File: config.mk
export PLATFORM = sky130hd
export DESIGN_NAME = drive_terminal_function_logic
export DESIGN_NICKNAME = d
export VERILOG_FILES = /design/src/drive_terminal_pkg.sv /design/src/drive_terminal_function_logic.sv
export VERILOG_INCLUDE_DIRS = /design/src
export SDC_FILE = /design/constraint.sdc
export NUM_CORES = 1
export LEC_CHECK = 0
export BUFFER_PORTS_ARGS = -buffer_cell sky130_fd_sc_hd__buf_2
export CORE_UTILIZATION = 50
export DETAILED_ROUTE_END_ITERATION = 8
export PLACE_DENSITY = 0.74
export SETUP_SLACK_MARGIN = 0.2
export SLEW_MARGIN = 20
export SYNTH_ARGS = -nofsm -noshare
export SYNTH_HDL_FRONTEND = slang
export SYNTH_SLANG_ARGS = --single-unit
File: constraint.sdc
create_clock -name clk_sys -period 6.6 [get_ports clk_sys]
set_input_delay 0.33 -clock clk_sys [delete_from_list [all_inputs] [get_ports clk_sys]]
set_output_delay 0.33 -clock clk_sys [all_outputs]
set_load 0.03 [all_outputs]
File: src/drive_terminal_regs.svh
// register offsets, fields, reset values and timing counts of the terminal logic
`ifndef DRIVE_TERMINAL_REGS_SVH
`define DRIVE_TERMINAL_REGS_SVH
`define OFS_CTRL 12'h000
`define OFS_SETPOINT 12'h004
`define OFS_LIMITS 12'h008
`define OFS_MATCH 12'h00C
`define OFS_BAND 12'h010
`define OFS_COUNT_CFG 12'h014
`define OFS_OUT_SEL 12'h018
`define OFS_DRIVE 12'h01C
`define OFS_STATUS 12'h020
`define OFS_COUNT 12'h024
`define OFS_RUN_FREQ 12'h028
`define OFS_CMD 12'h02C
`define MAX_FREQ_RST 16'h9C40
`define MIN_FREQ_RST 16'h0000
`define BAND_RST 16'h0032
`define OUT_SEL_RST 32'h00020501
`define STEP_FINE 16'h0001
`define STEP_COARSE 16'h000A
`define CMD_CONFIRM 0
`define CMD_COUNT_CLR 1
`define DEBOUNCE_MS 2
`define DEBOUNCE_CYC (`DEBOUNCE_MS * 200000)
`define FAST_REPEAT_NS 5000000
`define FAST_REPEAT_CYC (`FAST_REPEAT_NS / 5)
`define SLOW_REPEAT_NS 50000000
`define SLOW_REPEAT_CYC (`SLOW_REPEAT_NS / 5)
`define FAST_STEPS 20
`define COUNT_MAX 16'hFFFF
`endif

File: src/drive_terminal_pkg.sv
// types of the terminal function logic
package drive_terminal_pkg;
  typedef enum logic [1:0] {
    HOLD_IDLE = 2'b00,
    HOLD_FAST = 2'b01,
    HOLD_SLOW = 2'b10
  } hold_state_t;
  typedef logic [5:0] out_code_t;
endpackage

File: src/drive_terminal_function_logic.sv
// terminal function logic: up/down adjust, pulse counter, contacts, monitor pulse
// Operation
// - up alone raises running setpoint
// - down alone lowers running setpoint
// - up and down together change nothing
// - adjust only when source select is zero
// - raising saturates at maximum frequency
// - lowering stops at lower limit
// - only stored setpoint survives power loss; reset here clears it to 0 like all other state except max frequency, match band and out_sel
// - panel value applies on confirm, stored
// - held key repeats fast then steady
// - target reach stops counting, drives code 16
// - counting resumes only after reset
// - counter saturates at 65535
// - four selectors, code zero inactive
// - code 1 running, code 2 fault
// - code 3 below start, 5 at setpoint
// - codes 6, 7 match frequencies
// - code 8 accel, code 9 decel
// - codes 14, 15 one-cycle step pulses
// - code 16 count equal, 17 at-or-above
// - code 27 drawing done, clears on stop
// - monitor codes 4-7 give pulse trains
// - each activation steps 1 unit, or 10 with coarse step
// - step select picks 0.01 or 0.1 Hz
// - match band acts as hysteresis
`timescale 1ns/1ps
`include "drive_terminal_regs.svh"
module drive_terminal_function_logic #(
  parameter int DEBOUNCE_CYCLES = `DEBOUNCE_CYC,
  parameter int FAST_CYCLES = `FAST_REPEAT_CYC,
  parameter int SLOW_CYCLES = `SLOW_REPEAT_CYC,
  parameter int FAST_STEPS = `FAST_STEPS,
  parameter int PULSE_DIV = 2000
)(
  input wire logic clk_sys,
  input wire logic reset,
  input wire logic psel,
  input wire logic penable,
  input wire logic pwrite,
  input wire logic [11:0] paddr,
  input wire logic [31:0] pwdata,
  output logic [31:0] prdata,
  output logic pready,
  output logic pslverr,
  input wire logic up_in,
  input wire logic down_in,
  input wire logic count_in,
  input wire logic count_reset_in,
  input wire logic [15:0] output_frequency,
  input wire logic drive_running,
  input wire logic run_command,
  input wire logic fault_detected,
  input wire logic accelerating,
  input wire logic decelerating,
  input wire logic step_done,
  input wire logic cycle_done,
  input wire logic drawing_done,
  output logic [3:0] contact_out,
  output logic monitor_output,
  output logic [15:0] running_setpoint
);
  import drive_terminal_pkg::*;

  initial
  begin
    if (DEBOUNCE_CYCLES < 1 || FAST_CYCLES < 1 || SLOW_CYCLES < 1 || FAST_STEPS < 1
        || PULSE_DIV < 2)
    begin
      $error("drive_terminal_function_logic: bad parameter");
    end
  end

  typedef struct packed {
    logic [1:0] freq_source_select;
    logic adjust_step_select;
    logic adjust_retain_select;
    logic [2:0] monitor_output_select;
    logic [15:0] stored_frequency_setpoint;
    logic [15:0] max_freq;
    logic [15:0] min_freq;
    logic [15:0] start_freq;
    logic [15:0] match_frequency_first;
    logic [15:0] match_frequency_second;
    logic [15:0] match_frequency_band;
    logic [15:0] count_target_value;
    logic [15:0] count_intermediate_value;
    logic [31:0] out_sel;
    logic [15:0] setpoint;
    logic [15:0] count;
    logic reached;
    logic [31:0] deb_cnt;
    logic cnt_level;
    logic match1;
    logic match2;
    logic drawn;
    hold_state_t hold;
    logic [31:0] hold_cnt;
    logic [15:0] fast_cnt;
    logic [31:0] pulse_acc;
    logic [15:0] pulse_tick;
    logic pulse_level;
    logic [3:0] contacts;
    logic [31:0] rdata;
    logic ready;
  } state_t;

  state_t s_r;
  state_t s_nxt;

  logic [31:0] st_word;
  logic [15:0] step;
  logic [15:0] lower;
  logic [16:0] sum;
  logic adj_ok;
  logic fire;
  logic rise;
  logic wr;
  logic rd;
  logic [3:0] cond [0:31];
  logic [31:0] mult;

  always_comb
  begin
    s_nxt = s_r;
    wr = psel && penable && pwrite && s_r.ready;
    rd = psel && penable && !pwrite && !s_r.ready;
    step = s_r.adjust_step_select ? `STEP_COARSE : `STEP_FINE;
    lower = s_r.min_freq;
    adj_ok = (s_r.freq_source_select == 2'b00);
    fire = 1'b0;
    sum = 17'h00000;
    rise = 1'b0;
    mult = 32'h00000000;
    st_word = {20'h00000, s_r.contacts, 1'b0, s_r.monitor_output_select[0],
               s_r.match2, s_r.match1, s_r.drawn, s_r.reached, s_r.hold};

    // apb slave, one wait state
    s_nxt.ready = psel && penable && !s_r.ready;
    if (wr)
    begin
      case (paddr)
        `OFS_CTRL:
        begin
          s_nxt.freq_source_select = pwdata[1:0];
          s_nxt.adjust_step_select = pwdata[2];
          s_nxt.adjust_retain_select = pwdata[3];
          s_nxt.monitor_output_select = pwdata[6:4];
        end
        `OFS_SETPOINT: s_nxt.stored_frequency_setpoint = pwdata[15:0];
        `OFS_LIMITS:
        begin
          s_nxt.max_freq = pwdata[15:0];
          s_nxt.min_freq = pwdata[31:16];
        end
        `OFS_MATCH:
        begin
          s_nxt.match_frequency_first = pwdata[15:0];
          s_nxt.match_frequency_second = pwdata[31:16];
        end
        `OFS_BAND:
        begin
          s_nxt.match_frequency_band = pwdata[15:0];
          s_nxt.start_freq = pwdata[31:16];
        end
        `OFS_COUNT_CFG:
        begin
          s_nxt.count_target_value = pwdata[15:0];
          s_nxt.count_intermediate_value = pwdata[31:16];
        end
        `OFS_OUT_SEL: s_nxt.out_sel = pwdata;
        `OFS_CMD:
        begin
          if (pwdata[`CMD_CONFIRM])
          begin
            // panel value applied and kept
            s_nxt.stored_frequency_setpoint = pwdata[31:16];
            s_nxt.setpoint = pwdata[31:16];
          end
        end
        default:
        begin
        end
      endcase
    end
    if (rd)
    begin
      case (paddr)
        `OFS_CTRL: s_nxt.rdata = {25'h0000000, s_r.monitor_output_select,
                                 s_r.adjust_retain_select, s_r.adjust_step_select,
                                 s_r.freq_source_select};
        `OFS_SETPOINT: s_nxt.rdata = {16'h0000, s_r.stored_frequency_setpoint};
        `OFS_LIMITS: s_nxt.rdata = {s_r.min_freq, s_r.max_freq};
        `OFS_MATCH: s_nxt.rdata = {s_r.match_frequency_second, s_r.match_frequency_first};
        `OFS_BAND: s_nxt.rdata = {s_r.start_freq, s_r.match_frequency_band};
        `OFS_COUNT_CFG: s_nxt.rdata = {s_r.count_intermediate_value, s_r.count_target_value};
        `OFS_OUT_SEL: s_nxt.rdata = s_r.out_sel;
        `OFS_DRIVE: s_nxt.rdata = {16'h0000, output_frequency};
        `OFS_STATUS: s_nxt.rdata = st_word;
        `OFS_COUNT: s_nxt.rdata = {16'h0000, s_r.count};
        `OFS_RUN_FREQ: s_nxt.rdata = {16'h0000, s_r.setpoint};
        default: s_nxt.rdata = 32'h00000000;
      endcase
    end

    // up/down hold-repeat
    if (adj_ok && (up_in ^ down_in))
    begin
      case (s_r.hold)
        HOLD_IDLE:
        begin
          fire = 1'b1;
          s_nxt.hold = HOLD_FAST;
          s_nxt.hold_cnt = 32'h00000000;
          s_nxt.fast_cnt = 16'h0000;
        end
        HOLD_FAST:
        begin
          if (s_r.hold_cnt >= 32'(FAST_CYCLES - 1))
          begin
            fire = 1'b1;
            s_nxt.hold_cnt = 32'h00000000;
            s_nxt.fast_cnt = s_r.fast_cnt + 16'h0001;
            if (s_r.fast_cnt >= 16'(FAST_STEPS - 1))
            begin
              s_nxt.hold = HOLD_SLOW;
            end
          end
          else
          begin
            s_nxt.hold_cnt = s_r.hold_cnt + 32'h00000001;
          end
        end
        HOLD_SLOW:
        begin
          if (s_r.hold_cnt >= 32'(SLOW_CYCLES - 1))
          begin
            fire = 1'b1;
            s_nxt.hold_cnt = 32'h00000000;
          end
          else
          begin
            s_nxt.hold_cnt = s_r.hold_cnt + 32'h00000001;
          end
        end
        default: s_nxt.hold = HOLD_IDLE;
      endcase
    end
    else
    begin
      s_nxt.hold = HOLD_IDLE;
    end
    if (fire && up_in)
    begin
      sum = {1'b0, s_r.setpoint} + {1'b0, step};
      s_nxt.setpoint = (sum > {1'b0, s_r.max_freq}) ? s_r.max_freq : sum[15:0];
    end
    if (fire && down_in)
    begin
      s_nxt.setpoint = (s_r.setpoint < lower + step) ? lower : s_r.setpoint - step;
    end
    // not-retained changes fall back to stored value on stop
    if (!drive_running && !run_command && !s_r.adjust_retain_select)
    begin
      s_nxt.setpoint = s_r.stored_frequency_setpoint;
    end

    // counter debounce and count
    if (count_in != s_r.cnt_level)
    begin
      if (s_r.deb_cnt >= 32'(DEBOUNCE_CYCLES - 1))
      begin
        s_nxt.cnt_level = count_in;
        s_nxt.deb_cnt = 32'h00000000;
        rise = count_in;
      end
      else
      begin
        s_nxt.deb_cnt = s_r.deb_cnt + 32'h00000001;
      end
    end
    else
    begin
      s_nxt.deb_cnt = 32'h00000000;
    end
    if (rise && !s_r.reached && s_r.count != `COUNT_MAX)
    begin
      s_nxt.count = s_r.count + 16'h0001;
      if (s_r.count + 16'h0001 == s_r.count_target_value)
      begin
        s_nxt.reached = 1'b1;
      end
    end
    if (count_reset_in || (wr && paddr == `OFS_CMD && pwdata[`CMD_COUNT_CLR]))
    begin
      s_nxt.count = 16'h0000;
      s_nxt.reached = 1'b0;
    end

    // match hysteresis
    if (output_frequency >= s_r.match_frequency_first + s_r.match_frequency_band)
    begin
      s_nxt.match1 = 1'b1;
    end
    else if (output_frequency + s_r.match_frequency_band < s_r.match_frequency_first)
    begin
      s_nxt.match1 = 1'b0;
    end
    if (output_frequency >= s_r.match_frequency_second + s_r.match_frequency_band)
    begin
      s_nxt.match2 = 1'b1;
    end
    else if (output_frequency + s_r.match_frequency_band < s_r.match_frequency_second)
    begin
      s_nxt.match2 = 1'b0;
    end

    // drawing latch, set wins
    if (drawing_done)
    begin
      s_nxt.drawn = 1'b1;
    end
    else if (!drive_running)
    begin
      s_nxt.drawn = 1'b0;
    end

    // contact functions
    for (int i = 0; i < 32; i++)
    begin
      cond[i] = 4'h0;
    end
    cond[1] = {4{drive_running || run_command}};
    cond[2] = {4{fault_detected}};
    cond[3] = {4{output_frequency < s_r.start_freq}};
    cond[5] = {4{output_frequency == s_r.setpoint}};
    cond[6] = {4{s_r.match1}};
    cond[7] = {4{s_r.match2}};
    cond[8] = {4{accelerating}};
    cond[9] = {4{decelerating}};
    cond[14] = {4{step_done}};
    cond[15] = {4{cycle_done}};
    cond[16] = {4{s_r.count == s_r.count_target_value}};
    cond[17] = {4{s_r.count >= s_r.count_intermediate_value}};
    cond[27] = {4{s_r.drawn}};
    for (int k = 0; k < 4; k++)
    begin
      // codes above 31 and code 0 stay off
      s_nxt.contacts[k] = (s_r.out_sel[k*8 +: 6] < 6'h20) ?
                          cond[s_r.out_sel[k*8 +: 5]][k] : 1'b0;
    end

    // monitor pulse train: accumulate 2*freq*mult per tick
    case (s_r.monitor_output_select)
      3'h4: mult = 32'h00000001;
      3'h5: mult = 32'h00000002;
      3'h6: mult = 32'h00000003;
      3'h7: mult = 32'h00000006;
      default: mult = 32'h00000000;
    endcase
    if (mult == 32'h00000000)
    begin
      s_nxt.pulse_level = 1'b0;
      s_nxt.pulse_acc = 32'h00000000;
    end
    else if (s_r.pulse_tick >= 16'(PULSE_DIV - 1))
    begin
      s_nxt.pulse_tick = 16'h0000;
      // half-period toggles: 100 units per hz, 2 toggles per pulse
      s_nxt.pulse_acc = s_r.pulse_acc + {16'h0000, output_frequency} * mult * 32'h2;
      if (s_nxt.pulse_acc >= 32'(200000000 / PULSE_DIV) * 32'd100)
      begin
        s_nxt.pulse_acc = s_nxt.pulse_acc - 32'(200000000 / PULSE_DIV) * 32'd100;
        s_nxt.pulse_level = !s_r.pulse_level;
      end
    end
    else
    begin
      s_nxt.pulse_tick = s_r.pulse_tick + 16'h0001;
    end
  end

  always_ff @(posedge clk_sys)
  begin
    if (reset)
    begin
      s_r <= '0;
      s_r.max_freq <= `MAX_FREQ_RST;
      s_r.min_freq <= `MIN_FREQ_RST;
      s_r.match_frequency_band <= `BAND_RST;
      s_r.out_sel <= `OUT_SEL_RST;
      s_r.hold <= HOLD_IDLE;
    end
    else
    begin
      s_r <= s_nxt;
    end
  end

  assign prdata = s_r.rdata;
  assign pready = s_r.ready;
  assign pslverr = 1'b0;
  assign contact_out = s_r.contacts;
  assign monitor_output = s_r.pulse_level;
  assign running_setpoint = s_r.setpoint;
endmodule // drive_terminal_function_logic

==> results by group, run 1 <==
GRT
  – Vias in the first global route: 23977
  – Largest net degree at the start of global routing: 85
  – Initial antenna violation count: 3
  – Grt total ovfl: 0
  – First-pass GRT wire length: 136 mm
  – GRT Overall Usage: approximately a third

Pwr
  – P per Cell Area: 188 nW/um2
  – Leakage: ~12 nW
  – Maximum VDD drop: 0.000218 V
  – Power Total: just under 0.006 W

Yosys
  – Leading cell types by count after synthesis: nand2_1, dfxtp_1, a21oi_1
  – Post-synth ARST share: 0%
  – Most common cell in the synthesized netlist: nand2_1
  – Ys Warns: 0
  – Share of the synthesized area in the top cell type: 28.7%
  – Main flop type after synthesis: dfxtp_1
  – Cell accounting for the most synthesized area: dfxtp_1
  – Syn Inst Count: roughly 3400
  – Average cell area after synthesis: 7.82 um2
  – Count of distinct cell types in the synthesized netlist: 88
  – EDFF count, synth: 0
  – Syn Std Cell Area: 27000 um2
  – FF+latch count, synth: 387
  – Area contributors post-synth: dfxtp_1, ha_1, nand2_1
  – Seq/Total Area, Yosys: 28.7%

Worst setup path
  – Type of the worst setup path: flop to flop
  – Startpoint types: flop
  – CP Data Required Time: 7120 ps
  – CP max stage delay: 520 ps
  – CP Data Arrival Time: 7090 ps
  – CP dominant cell by count: a21oi_2
  – Crit. End Element: flop
  – Max FO, Critical Path: 8
  – Slowest CP cell: fa_1
  – Flop2flop setup slack: between 30 and 40 ps

Drt
  – Antenna-violating nets left: 0
  – Aggregate routed wire length: roughly 90 mm
  – Total iterations of the first detailed-routing run: 8
  – Routed vias: between 20000 and 30000
  – Routed wire length per instance: 21.1 um
  – Initial drt markers: 2807
  – # DRC: 0
  – Vias per cell: 6.15

STA
  – Slew Limit Fails: 0
  – Final hold violation count: 0
  – Final Setup Violations: 0
  – Slew @ Worst Pin: around 1200 ps
  – Fmax: 152 MHz
  – Clock skew: about 37 ps
  – Min Tclk post-route: around 6600 ps
  – Relative slew slack: 18.7%
  – Fin crit share: approximately 99%
  – Hold slack: 44.3 ps
  – Final setup TNS: 0 ps
  – RSZ-0062 raised after global routing: true

Clock network
  – Worst-path clk slew: 60 ps
  – Clk Latency, worst-skew pair: a little over 600 ps
  – CTS buffer count: 45
  – Clk root buf: clkbuf_16
  – Clock buffer depth: 3
  – TritonCTS clock tree: done
  – Htree depth: 2
  – Sink Count: 387

Layout
  – P&R area growth vs syn: 13.7%
  – Design area: 30700 um2
  – Layout Cells excl Fill: between 4000 and 5000
  – Fill count: 4809
  – Fraction of layout cells with a size suffix above 1: around 14%
  – Layout Nets: 3867
  – Register area: 7760 um2
  – Area of the multi-input gates: roughly 18000 um2

Place
  – Placed Cells: 4155
  – Placer Congestion: between 1 and 1.5
  – Placement Cell Area: 28600 um2
  – DPL Wire Length: 64.5 mm
  – Buffers on Ports: 130

Floorplanning
  – Die Ht: 234 um
  – Die area: 54900 um2
  – Die Width: 234 um
  – Ports: 132
  – Initial core utilization: ~50%
  – Core Region: 53000 um2
  – # rows: 84

Outcome
  – Status: finished clean

Min path
  – Hold Crit Class: primary input to flop

Run
  – Max-cap violation count: 0
-- layout by cell type (no fill, tap or decap), types with 11 or more instances in the layout --
| cell | instances |
|---|---|
| fa_1 | 21 |
| and3_1 | 42 |
| nor3_1 | 46 |
| o21bai_1 | 28 |
| xor2_1 | 113 |
| a221oi_1 | 14 |
| nor2_1 | 259 |
| nand2b_1 | 20 |
| a222oi_1 | 23 |
| nor4_1 | 35 |
| o211ai_1 | 13 |
| a211oi_1 | 31 |
| o21ai_0 | 98 |
| nand4_1 | 45 |
| buf_4 | 134 |
| and2_1 | 22 |
| nand2_1 | 531 |
| dfxtp_1 | 384 |
| conb_1 | 14 |
| a21oi_1 | 320 |
| o221a_2 | 20 |
| buf_2 | 129 |
| nor3b_1 | 13 |
| clkbuf_16 | 45 |
| clkbuf_8 | 11 |
| nor2b_1 | 22 |
| a311oi_1 | 33 |
| a21o_1 | 73 |
| a21oi_2 | 14 |
| inv_1 | 154 |
| ha_1 | 224 |
| or3_1 | 20 |
| mux2i_1 | 49 |
| xnor2_1 | 112 |
| nand3_1 | 87 |
| o21a_1 | 22 |
| a22oi_1 | 73 |
-- logic make-up (layout without fill, tap and decap cells) --
kind of cell / Yosys count / after routing / share of synthesized area [%]
adder cells (fa/ha/maj): 249 / 249 / 12.2
XOR/XNOR: 230 / 230 / 7.47
flip-flops: 387 / 387 / 28.7
other: 1 / 16 / 0.0139
AO/OA/AOI/OAI: 908 / 908 / 22.6
multiplexers: 57 / 57 / 2.15
AND/OR/NAND/NOR: 1212 / 1212 / 20.4
buffers and inverters: 404 / 511 / 6.46
-- cell type report --
type                    count  area share [%]
clock inverters            16           0.661
multi-input cells        2670            59.1
flip-flops and latches    387            25.3
clock buffers              58            4.16
well taps                 688            2.81
diodes                      2          0.0163
inverters                 158            1.93
repair buffers            279            6.04
-- flip-flops by register name, indices dropped and copies added, names as in the netlist --
register	flops
cond	3
contact_out	4
lower	16
monitor_output	1
prdata	32
pready	1
running_setpoint	16
s_r	314
-- final timing paths --
| path | startpoint | endpoint | depth (start not counted) |
|---|---|---|---|
| min reg2reg | s_r[211] | s_r[211] | 2 |
| max reg2reg | s_r[383] | s_r[66] | 35 |
| min | count_in | s_r[139] | 3 |
| max | s_r[383] | s_r[66] | 35 |
-- per-stage QoR --
| step | util (%) | setup slack [ps] |
|---|---|---|
| 5_1_grt | 57.9 | -249 |
| 2_1_floorplan | - | -12.9 |
| 3_3_place_gp | 53.9 | -21.5 |
| 4_1_cts | 57.4 | 116 |
| 3_5_place_dp | 53.9 | -187 |
| 6_report | 57.9 | 36.4 |
-- what timing repair did --
action,CTS,global route
endpoints found under the setup margin,26,26
hold buffers,2,0
pin swaps,32,21
resized for setup,57,31
hold endpoints to repair,1,0
setup buffers,14,11
-- report_power, final --
part           switching, W  internal (W)  leakage (nW)
sequential        0.0000907       0.00237          3.13
combinational      0.000455      0.000284          8.18
clock               0.00108       0.00148         0.726
-- per-layer routing --
layer  global-route usage (%)  vias to the layer above  wire length [um]
met1                     42.2                    12187             36300
met3                     6.63                      254             10000
met5                        0                        -                 0
met4                     14.8                        0              4440
met2                     50.3                     1342             39300
li1                         -                    12385                 -
-- worst max-delay path: cells and delay by family (launching register included) --
family	cells	cell delay (ps)
buffers and inverters	6	680
AOI/OAI and AO/OA	15	2510
adders and majority gates	4	1390
xor gates and xnor gates	2	270
DFF	1	360
and+or+nand+nor	8	1230
No activity file was read; power rests on OpenSTA's default activity.
==> inputs of run 2 (changes only) <==
Settings changed: SETUP_SLACK_MARGIN 0.2 to 0.02.
==> run 2 against run 1 <==
Against the previous run: global-route usage shrank 0.14 points; count of clock-buffer cells in the layout rose by 7; maximum frequency about the same; core utilization up 0.11 points; routed wire length is essentially flat; clock skew fell by 2.5 ps; critical path depth did not move; critical path type unchanged; die area did not move; register-to-register slack hardly changed; worst setup slack better by 3.5 ps; first-iteration DRC count is 2.2% lower; worst hold slack got worse by 12 ps.
==> results by group, run 2 (synthesis gave the netlist of run 1 again) <==
Layout
  – Reg with most FFs: s_r
  – Fill count: 4875
  – Fraction of layout cells with a size suffix above 1: 14.0%
  – Most frequent cells in the layout: nand2_1, dfxtp_1, a21oi_1
  – Area of the multi-input gates: roughly 18000 um2
  – P&R area growth vs syn: 13.9%
  – Register area: 7760 um2
  – Max reg flops: roughly 310
  – Layout Nets: 3863
  – Most common cell after layout, fill and taps aside: nand2_1

Min path
  – Hold Crit Class: primary input to flop

Place
  – Buffers on Ports: 130
  – DPL Wire Length: 64.1 mm
  – Placer Congestion: 0.986

STA
  – Relative slew slack: 14.6%
  – Min Tclk post-route: 6560 ps
  – Fmax: 152 MHz
  – Final hold violation count: 0
  – RSZ-0062 raised after global routing: true
  – Final Setup Violations: 0
  – Final setup TNS: 0 ps
  – Clock skew: 34.4 ps
  – Hold slack: 32.6 ps
  – Slew @ Worst Pin: between 1000 and 1500 ps
  – Slew Limit Fails: 0
  – Fin crit share: 99.4%

Outcome
  – Status: finished clean

Worst setup path
  – Bufs and invs on worst path: 5
  – CP Data Required Time: 7080 ps
  – Cell family with most CP delay: compound AO/OA/AOI/OAI gates
  – Max FO, Critical Path: 7
  – CP Data Arrival Time: 7040 ps
  – CP dominant cell by count: a21oi_2
  – Slowest CP cell: fa_1
  – CP max stage delay: 530 ps
  – Startpoint types: flop
  – Crit. End Element: flop
  – Type of the worst setup path: flop to flop

Floorplanning
  – Die Width: 234 um
  – Die Ht: 234 um
  – # rows: 84
  – Core Region: roughly 53000 um2
  – Die area: 54900 um2
  – Initial core utilization: 50.9%
  – Ports: approximately 130

Clock network
  – Clock buffer depth: 3
  – Clk root buf: clkbuf_16
  – TritonCTS clock tree: done
  – Worst-path clk slew: around 70 ps
  – Clk Latency, worst-skew pair: 610 ps
  – Sink Count: between 300 and 400
  – Htree depth: 2
  – CTS buffer count: 44

GRT
  – Largest net degree at the start of global routing: ~100
  – Met1 usage: between 40% and 50%
  – GRT Overall Usage: between 30% and 40%
  – Met3 usage: 6.83%
  – Initial antenna violation count: 6
  – Vias in the first global route: 24149
  – First-pass GRT wire length: between 100 and 150 mm
  – Grt total ovfl: 0
  – Global routing usage on met2: between 40% and 50%
  – Top Usage Layer GRT: met2

Pwr
  – Maximum VDD drop: approximately 0.0002 V
  – P per Cell Area: 189 nW/um2
  – Leakage: 12.0 nW

Drt
  – Antenna-violating nets left: 0
  – Aggregate routed wire length: 90.0 mm
  – Routed wire length per instance: 21.1 um
  – Initial drt markers: 2744
  – Total iterations of the first detailed-routing run: 9
  – # DRC: 0
  – Routed vias: 26330
  – Vias per cell: 6.17

Run
  – Max-cap violation count: 0
## run 2: per-stage QoR
step / cells / area, um2 / total power [W] / utilization (%) / setup slack (ps)
finish: 4265 / 30700 / 0.00581 / 58.0 / 39.9
detailed placement: 4155 / 28500 / 0.00323 / 53.9 / -95.7
global route: 4264 / 30700 / 0.00598 / 58.0 / -302
global placement: 4155 / 28500 / 0.00322 / 53.9 / 14.3
CTS: 4241 / 30200 / 0.00581 / 57.1 / 10.5
floorplan: 3461 / 27200 / 0.00299 / - / -13.5
## run 2: area by class of cell
| class | instances | area share [%] |
|---|---|---|
| Antenna cell | 6 | 0.0489 |
| Tap cell | 688 | 2.80 |
| Multi-Input combinational cell | 2670 | 59.0 |
| Timing Repair Buffer | 276 | 6.04 |
| Sequential cell | 387 | 25.2 |
| Clock buffer | 65 | 4.29 |
| Clock inverter | 15 | 0.680 |
| Inverter | 158 | 1.93 |
## run 2: worst min-delay path, delay by kind of cell
| family | cells | cell delay (ps) |
|---|---|---|
| buffers and inverters | 1 | 150 |
| AOI/OAI and AO/OA | 1 | 50 |
| and+or+nand+nor | 1 | 70 |
## run 2: final timing paths
path | startpoint | to | slack (ps) | cells past startpoint
worst max-delay path | s_r[381] | s_r[85] | 40 | 35
worst min-delay path | pwdata[11] | s_r[216] | 30 | 3
worst max register to register | s_r[381] | s_r[85] | 40 | 35
worst min register to register | s_r[132] | s_r[132] | 460 | 1
## run 2: what timing repair did
action,CTS,global route
gates cloned,0,3
setup endpoints to repair,21,26
buffers inserted,4,15
hold buffers,2,0
pin swaps,10,43
resized for setup,24,58
endpoints found under the hold margin,1,0
## run 2: routing by layer
| layer | up-vias | share of wire, % |
|---|---|---|
| li1 | 12393 | - |
| met1 | 12340 | 40 |
| met2 | 1341 | 43 |
| met3 | 256 | 11 |
| met4 | 0 | 5.0 |
| met5 | - | 0 |
## run 2: where the power goes
part / switching, W / leakage [nW] / internal (W) / total [W]
combinational: 0.000461 / 8.17 / 0.000284 / 0.000745
sequential: 0.0000879 / 3.13 / 0.00237 / 0.00245
clock: 0.00110 / 0.732 / 0.00152 / 0.00261
total: 0.00165 / 12.0 / 0.00417 / 0.00581
